$ cat src/sadc_defs.svh
// Register map, field positions, reset values and timing counts of the scan converter control.
// Assumes a 100 MHz pclk; included by the design module and by the bench.
//
// Contract
// - Software selects 8-bit or 10-bit results
// - One of eight channels converted at once
// - Trigger: software, timer, or falling external edge
// - Sample and hold, then successive approximation
// - One channel takes at least 6.12 us
// - Sampling lasts at least 2.0 us
// - Stored result may raise interrupt request
// - Request can start intelligent transfer service
// - Single mode: start to end, then stop
// - Sequential mode: scan repeats without stopping
// - Pausing mode: pause per channel, wrap around
`ifndef SADC_DEFS_SVH
`define SADC_DEFS_SVH

// Byte offsets
`define SADC_OFF_CTRL 12'h000
`define SADC_OFF_STAT 12'h004
`define SADC_OFF_DATA 12'h008
`define SADC_OFF_IRQ_STAT 12'h00C
`define SADC_OFF_IRQ_EN 12'h010
`define SADC_OFF_IRQ_CLR 12'h014

// Control fields
`define SADC_CTRL_START 0
`define SADC_CTRL_RES10 1
`define SADC_CTRL_MODE_LO 2
`define SADC_CTRL_MODE_HI 3
`define SADC_CTRL_TRIG_LO 4
`define SADC_CTRL_TRIG_HI 5
`define SADC_CTRL_SCH_LO 8
`define SADC_CTRL_SCH_HI 10
`define SADC_CTRL_ECH_LO 12
`define SADC_CTRL_ECH_HI 14
`define SADC_CTRL_XFER_EN 16
`define SADC_CTRL_RESET 32'h0000_0000

// Interrupt status bits
`define SADC_IRQ_DONE 0
`define SADC_IRQ_SCAN 1

// Timing
`define SADC_CLK_MHZ 100
`define SADC_T_SAMPLE_NS 2000
`define SADC_T_CONV_NS 6120
`define SADC_SAMPLE_CYC ((`SADC_T_SAMPLE_NS * `SADC_CLK_MHZ + 999) / 1000)
`define SADC_CONV_CYC ((`SADC_T_CONV_NS * `SADC_CLK_MHZ + 999) / 1000)

`endif

$ cat src/sadc_pkg.sv
// Types of the scan converter control.
// Assumes sadc_defs.svh is on the include path.
`default_nettype none
package sadc_pkg;
  typedef enum logic [1:0] {SADC_SINGLE, SADC_SEQUENTIAL, SADC_PAUSING, SADC_MODE_RSVD} sadc_mode_e;
  typedef enum logic [1:0] {SADC_TRIG_SW, SADC_TRIG_TIMER, SADC_TRIG_EXT, SADC_TRIG_RSVD} sadc_trig_e;
  typedef enum logic [2:0] {ST_IDLE, ST_SAMPLE, ST_APPROX, ST_STORE, ST_PAUSE} sadc_state_e;
  // Analog front end handshake
  typedef struct packed {
    logic sample;
    logic [2:0] chan;
    logic [9:0] dac_code;
  } sadc_afe_s;
endpackage
`default_nettype wire

$ cat src/sadc_ctrl.sv
// Scan converter control: APB registers, trigger select, channel scan and SAR sequencer.
// Assumes the analog front end samples while afe.sample is high and returns
// a comparator level that is valid one pclk after dac_code changes.
//
// Register access over APB and the placing of the registers were chosen for this implementation.
`include "sadc_defs.svh"
`default_nettype none
module sadc_ctrl
  import sadc_pkg::*;
(
  // Clock and reset
  input wire logic pclk,
  input wire logic presetn,
  // APB slave
  input wire logic psel,
  input wire logic penable,
  input wire logic pwrite,
  input wire logic [11:0] paddr,
  input wire logic [31:0] pwdata,
  output logic [31:0] prdata,
  output logic pready,
  output logic pslverr,
  // Triggers
  input wire logic timer_trig,
  input wire logic ext_trig,
  // Analog front end
  output sadc_afe_s afe,
  input wire logic comp_hi,
  // System
  output logic busy,
  output logic irq,
  output logic xfer_req
);

  localparam int SAMPLE_CYC = `SADC_SAMPLE_CYC;
  localparam int APPROX_CYC = `SADC_CONV_CYC - `SADC_SAMPLE_CYC;
  // Rounded up so a whole conversion never undercuts the minimum time
  localparam int BIT_CYC = (APPROX_CYC + 9) / 10;

  function automatic logic hit(input logic [11:0] a, input logic [11:0] off);
    return a == off;
  endfunction

  logic [31:0] ctrl_r;
  logic [9:0] data_r;
  logic [1:0] irq_stat_r;
  logic [1:0] irq_en_r;
  sadc_state_e state_r;
  logic [2:0] chan_r;
  logic [9:0] code_r;
  logic [3:0] bit_r;
  logic [9:0] cnt_r;
  logic ext_d_r;
  logic xfer_r;

  wire logic wr = psel && penable && pwrite;
  wire logic rd_ok = hit(paddr, `SADC_OFF_CTRL) || hit(paddr, `SADC_OFF_STAT)
    || hit(paddr, `SADC_OFF_DATA) || hit(paddr, `SADC_OFF_IRQ_STAT)
    || hit(paddr, `SADC_OFF_IRQ_EN) || hit(paddr, `SADC_OFF_IRQ_CLR);

  wire logic res10 = ctrl_r[`SADC_CTRL_RES10];
  wire sadc_mode_e mode = sadc_mode_e'(ctrl_r[`SADC_CTRL_MODE_HI:`SADC_CTRL_MODE_LO]);
  wire sadc_trig_e tsel = sadc_trig_e'(ctrl_r[`SADC_CTRL_TRIG_HI:`SADC_CTRL_TRIG_LO]);
  wire logic [2:0] start_ch = ctrl_r[`SADC_CTRL_SCH_HI:`SADC_CTRL_SCH_LO];
  wire logic [2:0] end_ch = ctrl_r[`SADC_CTRL_ECH_HI:`SADC_CTRL_ECH_LO];

  // Software start pulse comes from a write of the start bit
  wire logic sw_start = wr && hit(paddr, `SADC_OFF_CTRL) && pwdata[`SADC_CTRL_START];
  wire logic ext_fall = ext_d_r && !ext_trig;
  logic trig;
  always_comb begin
    case (tsel)
      SADC_TRIG_SW: trig = sw_start;
      SADC_TRIG_TIMER: trig = timer_trig;
      SADC_TRIG_EXT: trig = ext_fall;
      default: trig = 1'b0;
    endcase
  end

  wire logic store = state_r == ST_STORE;
  wire logic at_end = chan_r == end_ch;
  // Mode 3 decodes as single, so it raises the scan flag as well
  wire logic scan_done = store && at_end && mode != SADC_SEQUENTIAL && mode != SADC_PAUSING;

  // APB: zero wait states, unmapped addresses raise pslverr
  assign pready = 1'b1;
  assign pslverr = psel && penable && !rd_ok;

  always_ff @(posedge pclk or negedge presetn) begin
    if (!presetn) begin
      ctrl_r <= `SADC_CTRL_RESET;
    end else if (wr && hit(paddr, `SADC_OFF_CTRL)) begin
      ctrl_r <= pwdata & 32'h0001_773E;
    end
  end

  always_ff @(posedge pclk or negedge presetn) begin
    if (!presetn) begin
      irq_en_r <= 2'h0;
    end else if (wr && hit(paddr, `SADC_OFF_IRQ_EN)) begin
      irq_en_r <= pwdata[1:0];
    end
  end

  // Set wins over a clear in the same cycle
  always_ff @(posedge pclk or negedge presetn) begin
    if (!presetn) begin
      irq_stat_r <= 2'h0;
    end else begin
      irq_stat_r <= (irq_stat_r & ~((wr && hit(paddr, `SADC_OFF_IRQ_CLR)) ? pwdata[1:0] : 2'h0))
        | {scan_done, store};
    end
  end

  assign irq = |(irq_stat_r & irq_en_r);

  always_comb begin
    prdata = 32'h0000_0000;
    if (psel && !pwrite) begin
      if (hit(paddr, `SADC_OFF_CTRL)) prdata = ctrl_r;
      else if (hit(paddr, `SADC_OFF_STAT)) prdata = {24'h00_0000, 1'b0, chan_r, 1'b0, 2'h0, busy};
      else if (hit(paddr, `SADC_OFF_DATA)) prdata = {22'h00_0000, data_r};
      else if (hit(paddr, `SADC_OFF_IRQ_STAT)) prdata = {30'h0000_0000, irq_stat_r};
      else if (hit(paddr, `SADC_OFF_IRQ_EN)) prdata = {30'h0000_0000, irq_en_r};
    end
  end

  always_ff @(posedge pclk or negedge presetn) begin
    if (!presetn) begin
      ext_d_r <= 1'b1;
    end else begin
      ext_d_r <= ext_trig;
    end
  end

  // Scan sequencer
  always_ff @(posedge pclk or negedge presetn) begin
    if (!presetn) begin
      state_r <= ST_IDLE;
      chan_r <= 3'h0;
      cnt_r <= 10'h000;
      bit_r <= 4'h0;
      code_r <= 10'h000;
    end else begin
      case (state_r)
        ST_IDLE: begin
          if (trig) begin
            state_r <= ST_SAMPLE;
            chan_r <= start_ch;
            cnt_r <= 10'(SAMPLE_CYC - 1);
          end
        end
        ST_SAMPLE: begin
          if (cnt_r == 10'h000) begin
            state_r <= ST_APPROX;
            bit_r <= 4'h9;
            code_r <= 10'h200;
            cnt_r <= 10'(BIT_CYC - 1);
          end else begin
            cnt_r <= cnt_r - 10'h001;
          end
        end
        ST_APPROX: begin
          if (cnt_r != 10'h000) begin
            cnt_r <= cnt_r - 10'h001;
          end else begin
            if (!comp_hi) code_r[bit_r] <= 1'b0;
            if (bit_r == 4'h0) begin
              state_r <= ST_STORE;
            end else begin
              code_r[bit_r - 4'h1] <= 1'b1;
              bit_r <= bit_r - 4'h1;
              cnt_r <= 10'(BIT_CYC - 1);
            end
          end
        end
        ST_STORE: begin
          chan_r <= at_end ? start_ch : chan_r + 3'h1;
          cnt_r <= 10'(SAMPLE_CYC - 1);
          case (mode)
            SADC_SEQUENTIAL: state_r <= ST_SAMPLE;
            SADC_PAUSING: state_r <= ST_PAUSE;
            default: state_r <= at_end ? ST_IDLE : ST_SAMPLE;
          endcase
        end
        ST_PAUSE: begin
          if (trig) state_r <= ST_SAMPLE;
        end
        default: state_r <= ST_IDLE;
      endcase
    end
  end

  assign busy = state_r != ST_IDLE;

  always_ff @(posedge pclk or negedge presetn) begin
    if (!presetn) begin
      data_r <= 10'h000;
    end else if (store) begin
      data_r <= res10 ? code_r : {2'h0, code_r[9:2]};
    end
  end

  // Transfer request pulses once per stored result
  always_ff @(posedge pclk or negedge presetn) begin
    if (!presetn) begin
      xfer_r <= 1'b0;
    end else begin
      xfer_r <= store && ctrl_r[`SADC_CTRL_XFER_EN];
    end
  end
  assign xfer_req = xfer_r;

  assign afe.sample = state_r == ST_SAMPLE;
  assign afe.chan = chan_r;
  assign afe.dac_code = code_r;

  // Phase run lengths, read only by the timing assertions below;
  // they saturate so a long run never wraps into a false short one
  logic [10:0] samp_run_r;
  logic [10:0] conv_run_r;

  always_ff @(posedge pclk or negedge presetn) begin
    if (!presetn) begin
      samp_run_r <= 11'h000;
    end else if (state_r != ST_SAMPLE) begin
      samp_run_r <= 11'h000;
    end else if (samp_run_r != 11'h7FF) begin
      samp_run_r <= samp_run_r + 11'h001;
    end
  end

  // Cleared outside sampling and approximation, so it spans one channel
  always_ff @(posedge pclk or negedge presetn) begin
    if (!presetn) begin
      conv_run_r <= 11'h000;
    end else if (state_r != ST_SAMPLE && state_r != ST_APPROX) begin
      conv_run_r <= 11'h000;
    end else if (conv_run_r != 11'h7FF) begin
      conv_run_r <= conv_run_r + 11'h001;
    end
  end

  a_sample_len: assert property (@(posedge pclk) disable iff (!presetn)
    $rose(state_r == ST_SAMPLE) |-> (state_r == ST_SAMPLE) [*8])
    else $error("sampling phase too short");
  a_busy_trig: assert property (@(posedge pclk) disable iff (!presetn)
    (state_r == ST_IDLE && trig) |=> busy)
    else $error("trigger not accepted");
  a_store_irq: assert property (@(posedge pclk) disable iff (!presetn)
    store |=> irq_stat_r[`SADC_IRQ_DONE])
    else $error("done flag missing");
  a_store_xfer: assert property (@(posedge pclk) disable iff (!presetn)
    (store && ctrl_r[`SADC_CTRL_XFER_EN]) |=> xfer_req)
    else $error("transfer request missing");
  a_single_stop: assert property (@(posedge pclk) disable iff (!presetn)
    (store && at_end && mode == SADC_SINGLE) |=> !busy)
    else $error("single scan did not stop");
  a_seq_go: assert property (@(posedge pclk) disable iff (!presetn)
    (store && mode == SADC_SEQUENTIAL) |=> state_r == ST_SAMPLE)
    else $error("sequential scan stalled");
  a_pause_wait: assert property (@(posedge pclk) disable iff (!presetn)
    (state_r == ST_PAUSE && !trig) |=> state_r == ST_PAUSE)
    else $error("pause left without trigger");
  a_wrap_chan: assert property (@(posedge pclk) disable iff (!presetn)
    (store && at_end) |=> chan_r == $past(start_ch))
    else $error("channel did not wrap");
  a_res8: assert property (@(posedge pclk) disable iff (!presetn)
    (store && !res10) |=> data_r[9:8] == 2'h0)
    else $error("8-bit result too wide");
  a_ext_edge: assert property (@(posedge pclk) disable iff (!presetn)
    (tsel == SADC_TRIG_EXT && trig) |-> $past(ext_trig) && !ext_trig)
    else $error("external trigger not falling edge");

  // Timing floors, measured rather than trusted to the counter constants
  a_sample_min: assert property (@(posedge pclk) disable iff (!presetn)
    $fell(state_r == ST_SAMPLE) |-> samp_run_r >= 11'(SAMPLE_CYC))
    else $error("sampling run below minimum");
  a_conv_min: assert property (@(posedge pclk) disable iff (!presetn)
    store |-> conv_run_r >= 11'(`SADC_CONV_CYC))
    else $error("conversion run below minimum");
  // Channel order and sequencing
  a_start_chan: assert property (@(posedge pclk) disable iff (!presetn)
    (state_r == ST_IDLE && trig) |=> chan_r == $past(start_ch))
    else $error("scan did not begin at start channel");
  a_sample_chan: assert property (@(posedge pclk) disable iff (!presetn)
    (state_r == ST_SAMPLE) |=> $stable(chan_r))
    else $error("channel changed while sampling");
  a_chan_step: assert property (@(posedge pclk) disable iff (!presetn)
    (store && !at_end) |=> chan_r == $past(chan_r) + 3'h1)
    else $error("channel did not advance");
  a_wrap_seq: assert property (@(posedge pclk) disable iff (!presetn)
    (store && at_end && mode == SADC_SEQUENTIAL) |=> state_r == ST_SAMPLE)
    else $error("sequential scan did not restart");
  a_pause_chan: assert property (@(posedge pclk) disable iff (!presetn)
    (state_r == ST_PAUSE) |=> $stable(chan_r))
    else $error("channel moved during pause");
  a_pause_go: assert property (@(posedge pclk) disable iff (!presetn)
    (state_r == ST_PAUSE && trig) |=> state_r == ST_SAMPLE)
    else $error("pause not left on trigger");
  a_conv_deaf: assert property (@(posedge pclk) disable iff (!presetn)
    (state_r == ST_APPROX && cnt_r != 10'h000 && trig) |=> state_r == ST_APPROX)
    else $error("trigger disturbed conversion");
  // Successive approximation
  a_first_trial: assert property (@(posedge pclk) disable iff (!presetn)
    (state_r == ST_SAMPLE && cnt_r == 10'h000) |=> code_r == 10'h200)
    else $error("first trial code wrong");
  a_trial_hold: assert property (@(posedge pclk) disable iff (!presetn)
    (state_r == ST_APPROX && cnt_r != 10'h000) |=> $stable(code_r))
    else $error("trial code moved inside a bit");
  // Result register and flags
  a_res10_full: assert property (@(posedge pclk) disable iff (!presetn)
    (store && res10) |=> data_r == $past(code_r))
    else $error("10-bit result wrong");
  a_ctrl_res: assert property (@(posedge pclk) disable iff (!presetn)
    (wr && hit(paddr, `SADC_OFF_CTRL)) |=> res10 == $past(pwdata[`SADC_CTRL_RES10]))
    else $error("resolution select not written");
  a_data_hold: assert property (@(posedge pclk) disable iff (!presetn)
    !store |=> $stable(data_r))
    else $error("result changed without store");
  a_store_once: assert property (@(posedge pclk) disable iff (!presetn)
    store |=> !store)
    else $error("result stored twice");
  a_irq_clear: assert property (@(posedge pclk) disable iff (!presetn)
    (wr && hit(paddr, `SADC_OFF_IRQ_CLR) && pwdata[`SADC_IRQ_DONE] && !store)
    |=> !irq_stat_r[`SADC_IRQ_DONE])
    else $error("done flag not cleared");
  a_scan_flag: assert property (@(posedge pclk) disable iff (!presetn)
    scan_done |=> irq_stat_r[`SADC_IRQ_SCAN])
    else $error("scan done flag missing");
  a_xfer_pulse: assert property (@(posedge pclk) disable iff (!presetn)
    xfer_req |=> !xfer_req)
    else $error("transfer request longer than one cycle");

  c_single: cover property (@(posedge pclk) disable iff (!presetn) scan_done);
  c_seq: cover property (@(posedge pclk) disable iff (!presetn)
    store && mode == SADC_SEQUENTIAL && at_end);
  c_pause: cover property (@(posedge pclk) disable iff (!presetn)
    state_r == ST_PAUSE && trig);
  c_res8: cover property (@(posedge pclk) disable iff (!presetn) store && !res10);
  c_ext_start: cover property (@(posedge pclk) disable iff (!presetn)
    state_r == ST_IDLE && trig && tsel == SADC_TRIG_EXT);

endmodule
`default_nettype wire

$ cat config.mk
export PLATFORM = sky130hd
export DESIGN_NAME = sadc_ctrl
export DESIGN_NICKNAME = d
export VERILOG_FILES = /design/src/sadc_pkg.sv /design/src/sadc_ctrl.sv
export VERILOG_INCLUDE_DIRS = /design/src /design/src/src
export SDC_FILE = /design/constraint.sdc
export NUM_CORES = 1
export LEC_CHECK = 0
export BUFFER_PORTS_ARGS = -buffer_cell sky130_fd_sc_hd__buf_2
export CELL_PAD_IN_SITES_DETAIL_PLACEMENT = 1
export CELL_PAD_IN_SITES_GLOBAL_PLACEMENT = 2
export CORE_MARGIN = 5
export CORE_UTILIZATION = 28
export DETAILED_ROUTE_END_ITERATION = 7
export PLACE_DENSITY = 0.81
export SLEW_MARGIN = 20
export SYNTH_ARGS = -nofsm -noshare
export SYNTH_HDL_FRONTEND = slang
export SYNTH_SLANG_ARGS = --single-unit
$ cat constraint.sdc
create_clock -name pclk -period 2.2 [get_ports pclk]
set_input_delay 0.44 -clock pclk [delete_from_list [all_inputs] [get_ports pclk]]
set_output_delay 0.44 -clock pclk [all_outputs]
set_load 0.005 [all_outputs]
==> results.md <==
* RSZ-0062 raised after global routing: true
* Num CTS Buffers at 9
* Global-route wire length before repair at 19.6 mm
* P_leak at 0.00236 µW
* Cell mode on critical path: buf_6
* Worst Setup Start Kind: input pin
* Layout Area Growth over Synthesis at 39.9%
* Total GRT Usage at 15.2%
* Avg WL per Cell at 17.0 µm
* Commonest non-fill, non-tap cell in the layout: buf_2
* Vias in the first global route at 3730
* Clk Latency, worst-skew pair at 0.33 ns
* Port Buf Inserts at 65
* Crit. End Element: output port
* CP Class: in -> out
* Synthesized instance count at 398
* HPWL after DPL at 8.83 mm
* Fin crit period at 2.51 ns
* Clk pin slew, worst setup/hold paths at 0.05 ns
* Worst VDD drop at 0.000370 V
* Ant diodes at 0
* Yosys reg bits at 58
* DIE AREA at 15500 µm²
* Post-synth top area share at 38.9%
* Int Pwr at 3010 µW
* Post-synth ARST share at 100%
* Via count at 3470
* Min-delay worst type: in -> async
* Status: complete, but fails checks
* Number of max-cap violations at 0
* Largest net degree at the start of global routing at 59
* Num rows at 41
* DRT Wirelength at 11.8 mm
* Antenna Nets Post-Route at 0
* Leading area contributor after synthesis: dfrtp_1
* CP max stage delay at 0.59 ns
* Fillers at 1467
* Fin. max-slew vios at 0
* Final hold violation count at 0
* Grt total ovfl at 0
* Worst slew pin tran at 0.538 ns
* Pwr per Cell Area at 917 nW/µm²
* Via density at 4.98
* Library cells used by synthesis at 64
* CP top delay family: simple AND/OR/NAND/NOR gates
* Final worst-path cycle share at 114%
* Initial Util at 28.8%
* Critical path required time at 1.76 ns
* # placed instances at 666
* Sequential-to-total area share from yosys stat at 39.6%
* Initial DRC Count at 173
* Failing checks: setup timing
* Crit path max fanout at 5
* Netlist Area Pre-Place at 3660 µm²
* Synth Warn # at 0
* CTS max path bufs at 2
* Part of the power in registers at 31.7%
* Synth area leaders: dfrtp_1 39%, mux2_2 4.3%, o21ai_0 4.1%
* Gate power share at 36.1%
* Avg Cell Area, Syn at 9.21 µm²
* Final setup fails at 20
* Switching share of power at 36.0%
* Slowest cell on the critical path: or4_4
* DR DRC count at 0
* Most frequent cells in the layout: 61 x buf_2, 57 x dfrtp_1, 54 x buf_4, 31 x nor2_1
* CP Cell Sequence: buf_6, or4_4, nor4_4, buf_6, buf_6, a222oi_1, nor2_1, buf_2
* Die H at 124 µm
* Fraction of layout cells with a size suffix above 1 at 39.0%
* Finished Layout Cells at 697
* Final setup TNS at -4.32 ns
* TritonRoute pass-1 iters at 4
* Nets@finish at 582
* Clock power share at 32.1%
* Root buffer cell: clkbuf_16
* GP Congestion at 0.825
* Achievable frequency at 0.398 GHz
* Core area at 12700 µm²
* Max_slew headroom at 64.1%
* Clk sinks at 58
* # IOs at 103
* Setup WS post-layout at -0.313 ns
* Top FF cell, synth: dfrtp_1
* Worst path bufs/invs at 4
* H-tree Lvls at 3
* Die width at 124 µm
* Initial antenna violation count at 0
* Switch Pwr at 1690 µW
* Number of synthesized flops with an enable pin at 0
* TritonCTS clock tree: built
* Clock skew at 0.00699 ns
* CP arrival at 2.07 ns
* Core Util, Final at 40.3%
* Total power at 4700 µW
## synth_stat cells, drive strengths merged, types with 3 or more instances
master	instances
dfrtp	57
nor2	35
o21ai	30
nand2	27
nor3	22
buf	19
clkbuf	17
inv	15
mux2	15
a21oi	12
nand3	11
ha	10
mux2i	10
a22o	8
nand2b	8
or3	8
and2	7
and3	7
a21o	5
a22oi	5
a31oi	5
nor3b	5
xor2	5
nor4	4
o211ai	4
o31ai	4
or3b	3
## worst paths after layout
| check | start | to | slack (ns) | cells past startpoint |
|---|---|---|---|---|
| worst max-delay path | paddr[7] | prdata[5] | -0.31 | 8 |
| worst min-delay path | presetn | bit_r[1]$_DFFE_PN0P_ | 0.11 | 2 |
| worst max register to register | cnt_r[0]$_DFFE_PN0P_ | cnt_r[3]$_DFFE_PN0P_ | 0.07 | 8 |
| worst min register to register | data_r[9]$_DFFE_PN0P_ | data_r[9]$_DFFE_PN0P_ | 0.49 | 2 |
| max in group asynchronous | presetn | ext_d_r$_DFF_PN1_ | 1.77 | 2 |
| min in group pclk | ext_trig | ext_d_r$_DFF_PN1_ | 0.23 | 1 |
## cell families after synthesis
family | after synthesis | share of synthesized area [%]
simple gates | 148 | 22.0
flops | 58 | 39.6
other cells | 2 | 0.205
buf+inv | 51 | 7.27
fa+ha+maj | 10 | 3.41
mux | 25 | 7.44
xor+xnor | 7 | 1.67
compound gates | 97 | 18.4
## per-layer routing
layer	share of wire (%)	up-vias	global-route usage, %
li1	-	1670	-
met1	45	1716	18.8
met2	50	74	26.2
met3	4.2	10	3.82
met4	1.2	0	4.13
met5	0	-	0
## final cells by class
class                   count  area [µm²]  share of cell area, %
clock buffers              10         229                   4.47
clock inverters             6        91.3                   1.78
inverters                  15        56.3                   1.10
multi-input cells         305        2170                   42.4
flip-flops and latches     58        1450                   28.3
well taps                 172         215                   4.20
repair buffers            131         908                   17.7
## power by group through the flow
stage               Sequential [µW]  Combinational, µW  Clock, µW
finish                         1490               1700       1510
floorplan                      1410                989          0
global placement               1490               1470          0
global route                   1520               1880       1590
detailed placement             1500               1520          0
CTS                            1490               1630       1540
## sequential cells by signal, summed over array words and instances (netlist names)
register / cells
ctrl_r: 12
cnt_r: 10
code_r: 10
data_r: 10
bit_r: 4
chan_r: 3
state_r: 3
irq_en_r: 2
irq_stat_r: 2
ext_d_r: 1
xfer_req: 1
## through the flow
step | setup WS (ns) | cell area [µm²] | hold slack, ns
2_1_floorplan | -0.0800 | 3760 | 0.144
3_3_place_gp | -0.323 | 4480 | 0.463
3_5_place_dp | -0.349 | 4480 | 0.476
4_1_cts | -0.264 | 4980 | 0.126
5_1_grt | -0.389 | 5130 | 0.139
6_report | -0.313 | 5130 | 0.113
## what timing repair did
action                                 4_1_cts  5_1_grt
pin swaps                                   15       20
setup endpoints to repair                   23       38
endpoints found under the hold margin        0        0
gates resized for setup                     31       25
hold buffers                                 0        0
setup buffers                                7        9
gates cloned                                 1        0
Note: power is estimated with default switching activity, not from simulation.
